--- config.mk ---
export PLATFORM = sky130hd
export DESIGN_NAME = mmtc_timer
export DESIGN_NICKNAME = d
export VERILOG_FILES = /design/src/mmtc_sync.v /design/src/mmtc_timer.v
export VERILOG_INCLUDE_DIRS = /design/src
export SDC_FILE = /design/constraint.sdc
export NUM_CORES = 1
export LEC_CHECK = 0
export BUFFER_PORTS_ARGS = -buffer_cell sky130_fd_sc_hd__buf_2
export CAP_MARGIN = 20
export CORE_ASPECT_RATIO = 0.5
export CORE_MARGIN = 3
export CORE_UTILIZATION = 53
export DETAILED_ROUTE_END_ITERATION = 16
export GPL_TIMING_DRIVEN = 0
export PLACE_DENSITY = 0.76
export SLEW_MARGIN = 30
export SYNTH_ARGS = -nofsm -noshare
export SYNTH_HDL_FRONTEND = slang
export SYNTH_SLANG_ARGS = --single-unit
--- constraint.sdc ---
create_clock -name pclk -period 3.01 [get_ports pclk]
set_input_delay 0.602 -clock pclk [delete_from_list [all_inputs] [get_ports pclk]]
set_output_delay 0.602 -clock pclk [all_outputs]
set_load 0.005 [all_outputs]
--- src/mmtc_consts.vh ---
// Constants for the multi-mode timer channel
`ifndef MMTC_CONSTS_VH
`define MMTC_CONSTS_VH
`define MMTC_ADDR_MODE 12'h000
`define MMTC_ADDR_CTRL 12'h004
`define MMTC_ADDR_COUNT 12'h008
`define MMTC_ADDR_STAT 12'h00C
`define MMTC_MODE_TIMER 2'h0
`define MMTC_MODE_EVENT 2'h1
`define MMTC_MODE_ONESHOT 2'h2
`define MMTC_MODE_PWM 2'h3
`define MMTC_MODE_LSB 0
`define MMTC_MODE_MSB 1
`define MMTC_BIT_PULSE_OUT 2
`define MMTC_BIT_GATE 3
`define MMTC_BIT_GATE_POL 4
`define MMTC_BIT_EDGE_FALL 4
`define MMTC_BIT_DIR_PIN 5
`define MMTC_BIT_TRIG_EXT 5
`define MMTC_BIT_FREE_RUN 6
`define MMTC_BIT_DIR_UP 7
`define MMTC_BIT_SRC_NEIGH 8
`define MMTC_BIT_TWO_PHASE 9
`define MMTC_BIT_MUL4 10
`define MMTC_CLK_LSB 11
`define MMTC_CLK_MSB 12
`define MMTC_MODE_WIDTH 13
`define MMTC_MODE_RESET 13'h0000
`define MMTC_BIT_START 0
`define MMTC_BIT_OS_START 1
`define MMTC_COUNT_RESET 16'hFFFF
`define MMTC_COUNT_MAX 16'hFFFF
`define MMTC_COUNT_ZERO 16'h0000
`define MMTC_INDET_READ 16'h0000
`define MMTC_DIV_EIGHT 5'h07
`define MMTC_DIV_THIRTY_TWO 5'h1F
`endif

--- src/mmtc_sync.v ---
// Two-flop synchroniser for external pin levels
`timescale 1ns/1ps
module mmtc_sync #(
  parameter WIDTH = 4
) (
  input wire pclk,
  input wire presetn,
  input wire clk_en,
  input wire [WIDTH-1:0] async_in,
  output reg [WIDTH-1:0] sync_out
);
  reg [WIDTH-1:0] stage_one;
  always @(posedge pclk or negedge presetn) begin
    if (!presetn) begin
      stage_one <= {WIDTH{1'b0}};
      sync_out <= {WIDTH{1'b0}};
    end else if (clk_en) begin
      stage_one <= async_in;
      sync_out <= stage_one;
    end
  end
endmodule

--- src/mmtc_timer.v ---
// Multi-mode 16-bit timer channel with APB register access
//
// The register offsets and the APB interface to the registers were decided locally.
`timescale 1ns/1ps
`include "mmtc_consts.vh"
module mmtc_timer #(
  parameter CHANNEL = 2
) (
  input wire pclk,
  input wire presetn,
  input wire clk_en,
  input wire psel,
  input wire penable,
  input wire pwrite,
  input wire [11:0] paddr,
  input wire [31:0] pwdata,
  output reg [31:0] prdata,
  output reg pready,
  output reg pslverr,
  input wire channel_input_pin,
  input wire channel_output_pin_in,
  output reg channel_output_pin_out,
  output reg channel_output_pin_oe_n,
  input wire neighbour_channel_overflow,
  input wire prescaler_timer_overflow,
  output reg irq_request,
  output reg overflow_pulse
);
  // ---------------------------------------------------------------
  // Registers and pin synchronisation
  // ---------------------------------------------------------------
  localparam TWO_PHASE_OK = (CHANNEL >= 2) && (CHANNEL <= 4);
  reg [`MMTC_MODE_WIDTH-1:0] mode_reg;
  reg count_start;
  reg [15:0] reload;
  reg [15:0] counter;
  reg irq_sticky;
  reg [4:0] prescale;
  reg in_prev;
  reg out_prev;
  wire [1:0] pin_sync;
  wire in_s = pin_sync[0];
  wire out_s = pin_sync[1];
  mmtc_sync #(
    .WIDTH(2)
  ) u_sync (
    .pclk(pclk),
    .presetn(presetn),
    .clk_en(clk_en),
    .async_in({channel_output_pin_in, channel_input_pin}),
    .sync_out(pin_sync)
  );
  wire [1:0] mode = mode_reg[`MMTC_MODE_MSB:`MMTC_MODE_LSB];
  wire opt_pulse = mode_reg[`MMTC_BIT_PULSE_OUT];
  wire opt_gate = mode_reg[`MMTC_BIT_GATE];
  wire opt_gate_pol = mode_reg[`MMTC_BIT_GATE_POL];
  wire opt_edge_fall = mode_reg[`MMTC_BIT_EDGE_FALL];
  wire opt_dir_pin = mode_reg[`MMTC_BIT_DIR_PIN];
  wire opt_trig_ext = mode_reg[`MMTC_BIT_TRIG_EXT];
  wire opt_free = mode_reg[`MMTC_BIT_FREE_RUN];
  wire opt_dir_up = mode_reg[`MMTC_BIT_DIR_UP];
  wire opt_neigh = mode_reg[`MMTC_BIT_SRC_NEIGH];
  wire opt_two = mode_reg[`MMTC_BIT_TWO_PHASE] & TWO_PHASE_OK;
  wire opt_mul4 = mode_reg[`MMTC_BIT_MUL4];
  wire [1:0] clk_sel = mode_reg[`MMTC_CLK_MSB:`MMTC_CLK_LSB];
  // ---------------------------------------------------------------
  // Count source: clock_div_one, clock_div_eight, clock_div_thirty_two, prescaler_timer_overflow
  // ---------------------------------------------------------------
  reg tick;
  always @* begin
    case (clk_sel)
      2'h0: tick = 1'b1;
      2'h1: tick = (prescale[2:0] == `MMTC_DIV_EIGHT);
      2'h2: tick = (prescale == `MMTC_DIV_THIRTY_TWO);
      default: tick = prescaler_timer_overflow;
    endcase
  end
  wire in_rise = in_s & ~in_prev;
  wire in_fall = ~in_s & in_prev;
  wire out_rise = out_s & ~out_prev;
  wire out_fall = ~out_s & out_prev;
  // Gate level follows the chosen polarity
  wire gate_open = ~opt_gate | (in_s ^ opt_gate_pol);
  // ---------------------------------------------------------------
  // Event decode
  // ---------------------------------------------------------------
  reg ev_step;
  reg ev_up;
  always @* begin
    ev_step = 1'b0;
    ev_up = 1'b0;
    if (opt_two) begin
      if (!opt_mul4) begin
        // Only while the other pin is high
        ev_step = out_s & (in_rise | in_fall);
        ev_up = in_rise;
      end else begin
        // Phase decides direction for every edge of both pins
        ev_step = in_rise | in_fall | out_rise | out_fall;
        ev_up = (in_rise & out_s) | (in_fall & ~out_s) |
                (out_rise & ~in_s) | (out_fall & in_s);
      end
    end else begin
      if (opt_neigh) begin
        ev_step = neighbour_channel_overflow;
      end else begin
        ev_step = opt_edge_fall ? in_fall : in_rise;
      end
      ev_up = opt_dir_pin ? out_s : opt_dir_up;
    end
  end
  wire os_trig_hw = opt_trig_ext ? in_fall : neighbour_channel_overflow;
  // ---------------------------------------------------------------
  // APB access
  // ---------------------------------------------------------------
  wire apb_setup = psel & ~penable;
  wire apb_wr = psel & penable & pready & pwrite;
  wire addr_ok = (paddr == `MMTC_ADDR_MODE) | (paddr == `MMTC_ADDR_CTRL) |
                 (paddr == `MMTC_ADDR_COUNT) | (paddr == `MMTC_ADDR_STAT);
  wire wr_mode = apb_wr & (paddr == `MMTC_ADDR_MODE);
  wire wr_ctrl = apb_wr & (paddr == `MMTC_ADDR_CTRL);
  wire wr_count = apb_wr & (paddr == `MMTC_ADDR_COUNT);
  wire wr_stat = apb_wr & (paddr == `MMTC_ADDR_STAT);
  wire sw_os_start = wr_ctrl & pwdata[`MMTC_BIT_OS_START];
  reg [31:0] rd_mux;
  always @* begin
    case (paddr)
      `MMTC_ADDR_MODE: rd_mux = {19'h00000, mode_reg};
      `MMTC_ADDR_CTRL: rd_mux = {31'h00000000, count_start};
      `MMTC_ADDR_COUNT: begin
        if (mode == `MMTC_MODE_ONESHOT || mode == `MMTC_MODE_PWM) begin
          rd_mux = {16'h0000, `MMTC_INDET_READ};
        end else begin
          rd_mux = {16'h0000, counter};
        end
      end
      `MMTC_ADDR_STAT: rd_mux = {31'h00000000, irq_sticky};
      default: rd_mux = 32'h00000000;
    endcase
  end
  // One wait state: setup, access, then pready
  always @(posedge pclk or negedge presetn) begin
    if (!presetn) begin
      pready <= 1'b0;
      pslverr <= 1'b0;
      prdata <= 32'h00000000;
    end else if (clk_en) begin
      pready <= 1'b0;
      pslverr <= 1'b0;
      if (psel & penable & ~pready) begin
        pready <= 1'b1;
        pslverr <= ~addr_ok;
        prdata <= rd_mux;
      end else if (apb_setup) begin
        prdata <= 32'h00000000;
      end
    end
  end
  // ---------------------------------------------------------------
  // Counter core
  // ---------------------------------------------------------------
  reg [15:0] next_counter;
  reg next_start;
  reg uf;
  reg of;
  reg os_done;
  always @* begin
    next_counter = counter;
    next_start = count_start;
    uf = 1'b0;
    of = 1'b0;
    os_done = 1'b0;
    case (mode)
      `MMTC_MODE_TIMER: begin
        if (count_start && tick && gate_open) begin
          if (counter == `MMTC_COUNT_ZERO) begin
            uf = 1'b1;
            next_counter = reload;
          end else begin
            next_counter = counter - 16'h0001;
          end
        end
      end
      `MMTC_MODE_EVENT: begin
        if (count_start && ev_step) begin
          if (ev_up) begin
            if (counter == `MMTC_COUNT_MAX) begin
              of = 1'b1;
              next_counter = opt_free ? `MMTC_COUNT_ZERO : reload;
            end else begin
              next_counter = counter + 16'h0001;
            end
          end else begin
            if (counter == `MMTC_COUNT_ZERO) begin
              uf = 1'b1;
              next_counter = opt_free ? `MMTC_COUNT_MAX : reload;
            end else begin
              next_counter = counter - 16'h0001;
            end
          end
        end
      end
      `MMTC_MODE_ONESHOT: begin
        if (count_start && (os_trig_hw || sw_os_start)) begin
          next_counter = reload;
        end else if (count_start && tick && counter != `MMTC_COUNT_ZERO) begin
          if (counter == 16'h0001) begin
            os_done = 1'b1;
            next_counter = reload;
          end else begin
            next_counter = counter - 16'h0001;
          end
        end
      end
      default: begin
        next_counter = counter;
      end
    endcase
    if (wr_ctrl) begin
      next_start = pwdata[`MMTC_BIT_START];
    end
    if (wr_count && !count_start) begin
      next_counter = pwdata[15:0];
    end
  end
  // One-shot idles at zero between runs; the counter parks at zero, not reload, on finish
  reg os_running;
  always @(posedge pclk or negedge presetn) begin
    if (!presetn) begin
      mode_reg <= `MMTC_MODE_RESET;
      count_start <= 1'b0;
      reload <= `MMTC_COUNT_RESET;
      counter <= `MMTC_COUNT_RESET;
      irq_sticky <= 1'b0;
      irq_request <= 1'b0;
      overflow_pulse <= 1'b0;
      prescale <= 5'h00;
      in_prev <= 1'b0;
      out_prev <= 1'b0;
      os_running <= 1'b0;
      channel_output_pin_out <= 1'b0;
      channel_output_pin_oe_n <= 1'b1;
    end else if (clk_en) begin
      prescale <= prescale + 5'h01;
      in_prev <= in_s;
      out_prev <= out_s;
      count_start <= next_start;
      if (wr_mode) begin
        mode_reg <= pwdata[`MMTC_MODE_WIDTH-1:0];
      end
      if (wr_count) begin
        reload <= pwdata[15:0];
      end
      if (mode == `MMTC_MODE_ONESHOT) begin
        if (!count_start) begin
          os_running <= 1'b0;
          counter <= next_counter;
        end else if (os_trig_hw || sw_os_start) begin
          os_running <= 1'b1;
          counter <= next_counter;
        end else if (os_running) begin
          counter <= os_done ? `MMTC_COUNT_ZERO : next_counter;
          if (os_done) begin
            os_running <= 1'b0;
          end
        end
      end else begin
        os_running <= 1'b0;
        counter <= next_counter;
      end
      irq_request <= uf | (of & (mode == `MMTC_MODE_EVENT)) |
                     (os_done & os_running);
      overflow_pulse <= uf | of;
      // Set wins over the software clear
      if (uf | of | (os_done & os_running)) begin
        irq_sticky <= 1'b1;
      end else if (wr_stat && pwdata[0]) begin
        irq_sticky <= 1'b0;
      end
      channel_output_pin_oe_n <= ~(opt_pulse & ~opt_two &
                                   ~(opt_dir_pin & (mode == `MMTC_MODE_EVENT)));
      if (uf && opt_pulse) begin
        channel_output_pin_out <= ~channel_output_pin_out;
      end
    end
  end
endmodule

==> flow_metrics.py <==
metrics = {
    "sta": {
        "final_min_period_over_clock_period_pct": 102,
        "fin_setup_tns_ns": -0.0774,
        "hold_viol": 0,
        "setup_viol": 2,
        "layout_min_cycle_time_ns": 3.06,
        "setup_repair_after_global_routing_missed_its_margin": "yes",
        "actual_transition_at_the_worst_max_transition_pin_ns": 0.933,
        "post-route-worst-setup-slack_ns": -0.0459,
        "finClkSkew_ns": 0.00964,
        "final-max-slew-violation-count": 0,
        "timing.max_slew.rel_slack_pct": 37.5,
        "achievable-frequency_mhz": 327,
    },
    "synth": {
        "synth_mux_area_share_pct": 7.45,
        "yosysWarningCount": 0,
        "syn_avg_cell_area_sq_um": 8.22,
        "synth-main-ff-cell": "sky130_fd_sc_hd__dfrtp_1",
        "combinational_family_with_the_most_area_after_synthesis": "compound AO/OA/AOI/OAI gates",
        "yosys_register_bits": 81,
        "portion_of_the_post_synthesis_area_used_by_sequential_elements_pct": 33.0,
        "ys_async_sr_fraction_pct": 100,
        "count_of_flip_flops_with_a_built_in_enable_after_synthesis": 0,
        "synthesis.area_sq_mm": 0.00626,
        "yosys.area_share.xor_xnor_pct": 2.80,
        "syn_inst": 762,
        "synth_cell_type_count": 77,
        "synth-adder-area-share_pct": 1.60,
        "synth-compound-area-share_pct": 26.3,
        "yosys.area_share.simple_pct": 21.8,
    },
    "floorplanning": {
        "pin_count": 92,
        "floorplan.die.width_um": 160,
        "placement_rows": 27,
        "start_util_pct": 55.7,
        "die_height_um": 82.9,
        "placeableCoreArea_sq_mm": 0.0112,
        "die_area_sq_mm": 0.0132,
    },
    "global_route": {
        "first_pass_grt_wire_length_um": 39600,
        "total_global_routing_track_utilization_pct": 39.1,
        "grt_start_max_net_pins": 63,
        "grt_pass1_vias": 6688,
        "global_route_total_overflow": 0,
        "grt_antenna_before_repair": 1,
    },
    "clock_network": {
        "cts.path.max_buffers": 2,
        "clock-root-buffer": "sky130_fd_sc_hd__clkbuf_16",
        "clock_latency_ns": 0.35,
        "clk_transition_reported_paths_ns": 0.07,
        "numCtsBuffers": 9,
        "clock_tree_from_tritoncts": "done",
        "tritoncts_sink_count": 81,
        "number_of_h_tree_levels": 3,
    },
    "worst_setup_path": {
        "cp_peak_stage_delay_ns": 0.58,
        "timing.critical_path.cells": "inv_1 > ha_1 > a21oi_1 > or2_2 > a31oi_1 > clkbuf_2 > o21ai_0 > a21oi_1 > nor2_1 > o31a_1 > a211o_1",
        "critical_path_arrival_ns": 3.33,
        "reg2reg_start": "u_sync.sync_out[0]$_DFFE_PN0P_",
        "slowest_stage": "sky130_fd_sc_hd__a31oi_1",
        "timing.critical_path.to_type": "register",
        "critPathLaunch": "u_sync.sync_out[0]$_DFFE_PN0P_",
        "critical_path.most_common_cell": "sky130_fd_sc_hd__a21oi_1",
        "timing.critical_path.fanout_max": 10,
        "worst_path_bufs_invs": 2,
        "critPathKind": "reg -> reg",
        "critical_path.startpoint_type": "register",
        "critPathRequiredTime_ns": 3.28,
        "path_delay_family": "compound AO/OA/AOI/OAI gates",
    },
    "cells_and_area": {
        "final_cell_count_no_fill": 1028,
        "layout_cell_share_with_drive_strength_beyond_1_pct": 29.2,
        "diodes": 0,
        "largestRegisters": "counter (16), prdata (16), reload (16)",
        "final_net_count": 926,
        "final_design_utilization_pct": 67.6,
        "layout_area_growth_over_synthesis_pct": 21.5,
    },
    "routing": {
        "detail_routed_net_length_per_standard_cell_um": 26.2,
        "vias_per_cell": 7.01,
        "detail_route.first_pass.iterations": 8,
        "route.final.wire_length_um": 26900,
        "drt_iter0_drc": 1110,
        "route.vias.total": 7205,
        "drc_errors": 0,
        "ant_nets": 0,
    },
    "place": {
        "detailed_place_hpwl_um": 18900,
        "detailedPlace.worstSlack_ns": -1.11,
        "global_placement_routability_congestion": 1.10,
        "numPlacedInstances": 996,
        "portBuffers": 59,
    },
    "run_status": {
        "result_of_the_run": "finished, violations left",
        "failed_checks": "setup timing",
    },
    "flow_run": {
        "timing.max_cap.violations": 0,
    },
    "pwr": {
        "static-leakage-power_nw": 3.18,
        "p_per_area_mw_per_mm2": 436,
        "report.power.total_mw": 3.32,
        "vdd.ir_drop.worst_mv": 0.380,
    },
    "hold_path": {
        "hold_class": "in -> async",
    },
}
## stage by stage
step                hold slack, ns  instance area (sq um)
floorplan                    0.306                   6320
global placement             0.454                   6820
detailed placement           0.461                   6860
CTS                          0.101                   7370
global route                 0.107                   7610
finish                       0.103                   7610
## layout by cell type (no fill, tap or decap), types with 5 or more instances in the layout
cell type	instances
sky130_fd_sc_hd__a211oi_1	11
sky130_fd_sc_hd__a21oi_1	38
sky130_fd_sc_hd__a221o_1	5
sky130_fd_sc_hd__a22oi_1	21
sky130_fd_sc_hd__a31oi_1	9
sky130_fd_sc_hd__and2_1	6
sky130_fd_sc_hd__and3_1	7
sky130_fd_sc_hd__buf_1	5
sky130_fd_sc_hd__buf_2	63
sky130_fd_sc_hd__buf_4	34
sky130_fd_sc_hd__buf_6	6
sky130_fd_sc_hd__clkbuf_1	27
sky130_fd_sc_hd__clkbuf_16	9
sky130_fd_sc_hd__clkbuf_2	10
sky130_fd_sc_hd__conb_1	16
sky130_fd_sc_hd__dfrtp_1	48
sky130_fd_sc_hd__dfstp_2	33
sky130_fd_sc_hd__ha_1	6
sky130_fd_sc_hd__inv_1	18
sky130_fd_sc_hd__mux2_2	37
sky130_fd_sc_hd__nand2_1	71
sky130_fd_sc_hd__nand3_1	26
sky130_fd_sc_hd__nand4_1	12
sky130_fd_sc_hd__nor2_1	48
sky130_fd_sc_hd__nor3_1	26
sky130_fd_sc_hd__nor4_1	9
sky130_fd_sc_hd__o2111ai_1	6
sky130_fd_sc_hd__o211ai_1	13
sky130_fd_sc_hd__o21ai_0	72
sky130_fd_sc_hd__o21ai_1	7
sky130_fd_sc_hd__o22ai_1	8
sky130_fd_sc_hd__o31ai_1	5
sky130_fd_sc_hd__or3_1	10
sky130_fd_sc_hd__xnor2_1	9
sky130_fd_sc_hd__xor2_1	11
## kinds of logic after synthesis
group | count (synthesis)
muxes | 42
AOI/OAI and AO/OA | 251
adders and majority gates | 8
buffers and inverters | 95
and+or+nand+nor | 264
DFF | 81
other | 1
xor gates and xnor gates | 20
## area by class of cell
class                           count  area (sq um)
Fill cell                         918          3640
Tap cell                          159           199
Multi-Input combinational cell    601          4040
Timing Repair Buffer               81           507
Clock inverter                      6          72.6
Clock buffer                       10           239
Sequential cell                    81          2070
Inverter                           19          71.3
Buffer                             71           412
## power by group
part / internal, mW / switching, mW / leakage, nW
clock network: 0.678 / 0.522 / 0.150
registers: 1.15 / 0.0703 / 0.980
logic: 0.351 / 0.546 / 2.05
## synth_stat cells (4+ instances only)
cell type                    n  share of area [%]
sky130_fd_sc_hd__inv_1      19                1.1
sky130_fd_sc_hd__nor3_1     30                2.4
sky130_fd_sc_hd__dfstp_2    33                 14
sky130_fd_sc_hd__nand3_1    26                2.1
sky130_fd_sc_hd__a211oi_1   12                1.4
sky130_fd_sc_hd__nor2_1     51                3.1
sky130_fd_sc_hd__o31ai_1     6               0.72
sky130_fd_sc_hd__buf_1       5               0.30
sky130_fd_sc_hd__xor2_1     11                1.5
sky130_fd_sc_hd__mux2_2     37                6.7
sky130_fd_sc_hd__or3_1      10                1.0
sky130_fd_sc_hd__o2111ai_1   6               0.84
sky130_fd_sc_hd__a22oi_1    22                2.6
sky130_fd_sc_hd__nand4_1    12                1.2
sky130_fd_sc_hd__a221oi_1    6               0.84
sky130_fd_sc_hd__a31oi_1     9               0.90
sky130_fd_sc_hd__clkbuf_1   47                2.8
sky130_fd_sc_hd__mux2i_1     5               0.80
sky130_fd_sc_hd__nor4_1     10                1.0
sky130_fd_sc_hd__xnor2_1     9                1.3
sky130_fd_sc_hd__nand2b_1    6               0.60
sky130_fd_sc_hd__and3_1      8               0.80
sky130_fd_sc_hd__buf_4      16                1.9
sky130_fd_sc_hd__a221o_1     5               0.80
sky130_fd_sc_hd__a211o_1     4               0.56
sky130_fd_sc_hd__ha_1        8                1.6
sky130_fd_sc_hd__dfrtp_1    48                 19
sky130_fd_sc_hd__o21ai_0    80                6.4
sky130_fd_sc_hd__o22a_1      4               0.56
sky130_fd_sc_hd__nor3b_1     4               0.48
sky130_fd_sc_hd__o22ai_1     9               0.90
sky130_fd_sc_hd__buf_2       5               0.40
sky130_fd_sc_hd__a21o_1      4               0.48
sky130_fd_sc_hd__and2_1      6               0.60
sky130_fd_sc_hd__a21oi_1    38                3.0
sky130_fd_sc_hd__nand2_1    73                4.4
sky130_fd_sc_hd__o211ai_1   13                1.6
## worst register-to-register path: stages (launching register included)
cell and delay [ns]:
sky130_fd_sc_hd__dfrtp_1 0.46, sky130_fd_sc_hd__inv_1 0.13, sky130_fd_sc_hd__ha_1 0.20, sky130_fd_sc_hd__a21oi_1 0.05, sky130_fd_sc_hd__or2_2 0.31, sky130_fd_sc_hd__a31oi_1 0.58
sky130_fd_sc_hd__clkbuf_2 0.48, sky130_fd_sc_hd__o21ai_0 0.15, sky130_fd_sc_hd__a21oi_1 0.17, sky130_fd_sc_hd__nor2_1 0.06, sky130_fd_sc_hd__o31a_1 0.13, sky130_fd_sc_hd__a211o_1 0.27
## final timing paths
kind                                                             to  slack (ns)  depth (start not counted)
max in group asynchronous       channel_output_pin_oe_n$_DFFE_PN1P_        2.29                          2
worst max-delay path                        counter[15]$_DFFE_PN1P_       -0.05                         11
worst min register to register   channel_output_pin_out$_DFFE_PN0P_        0.47                          1
worst max register to register              counter[15]$_DFFE_PN1P_       -0.05                         11
worst min-delay path             channel_output_pin_out$_DFFE_PN0P_        0.10                          1
min in group pclk                channel_output_pin_out$_DFFE_PN0P_        0.47                          1
## per-layer routing
layer | global-route usage, % | vias to the layer above | part of all wire (%)
met4 | 13.1 | 4 | 3.1
met1 | 55.2 | 3403 | 40
met5 | 0 | - | 0.082
met3 | 17.0 | 104 | 18
met2 | 53.0 | 667 | 39
li1 | - | 3027 | -
## timing repair
action,4_1_cts,5_1_grt
pin swaps,5,11
resized for setup,41,56
setup buffers,10,11
gates cloned,0,0
endpoints found under the setup margin,26,35
hold buffers,0,0
Power figures use the tool's default switching activity.
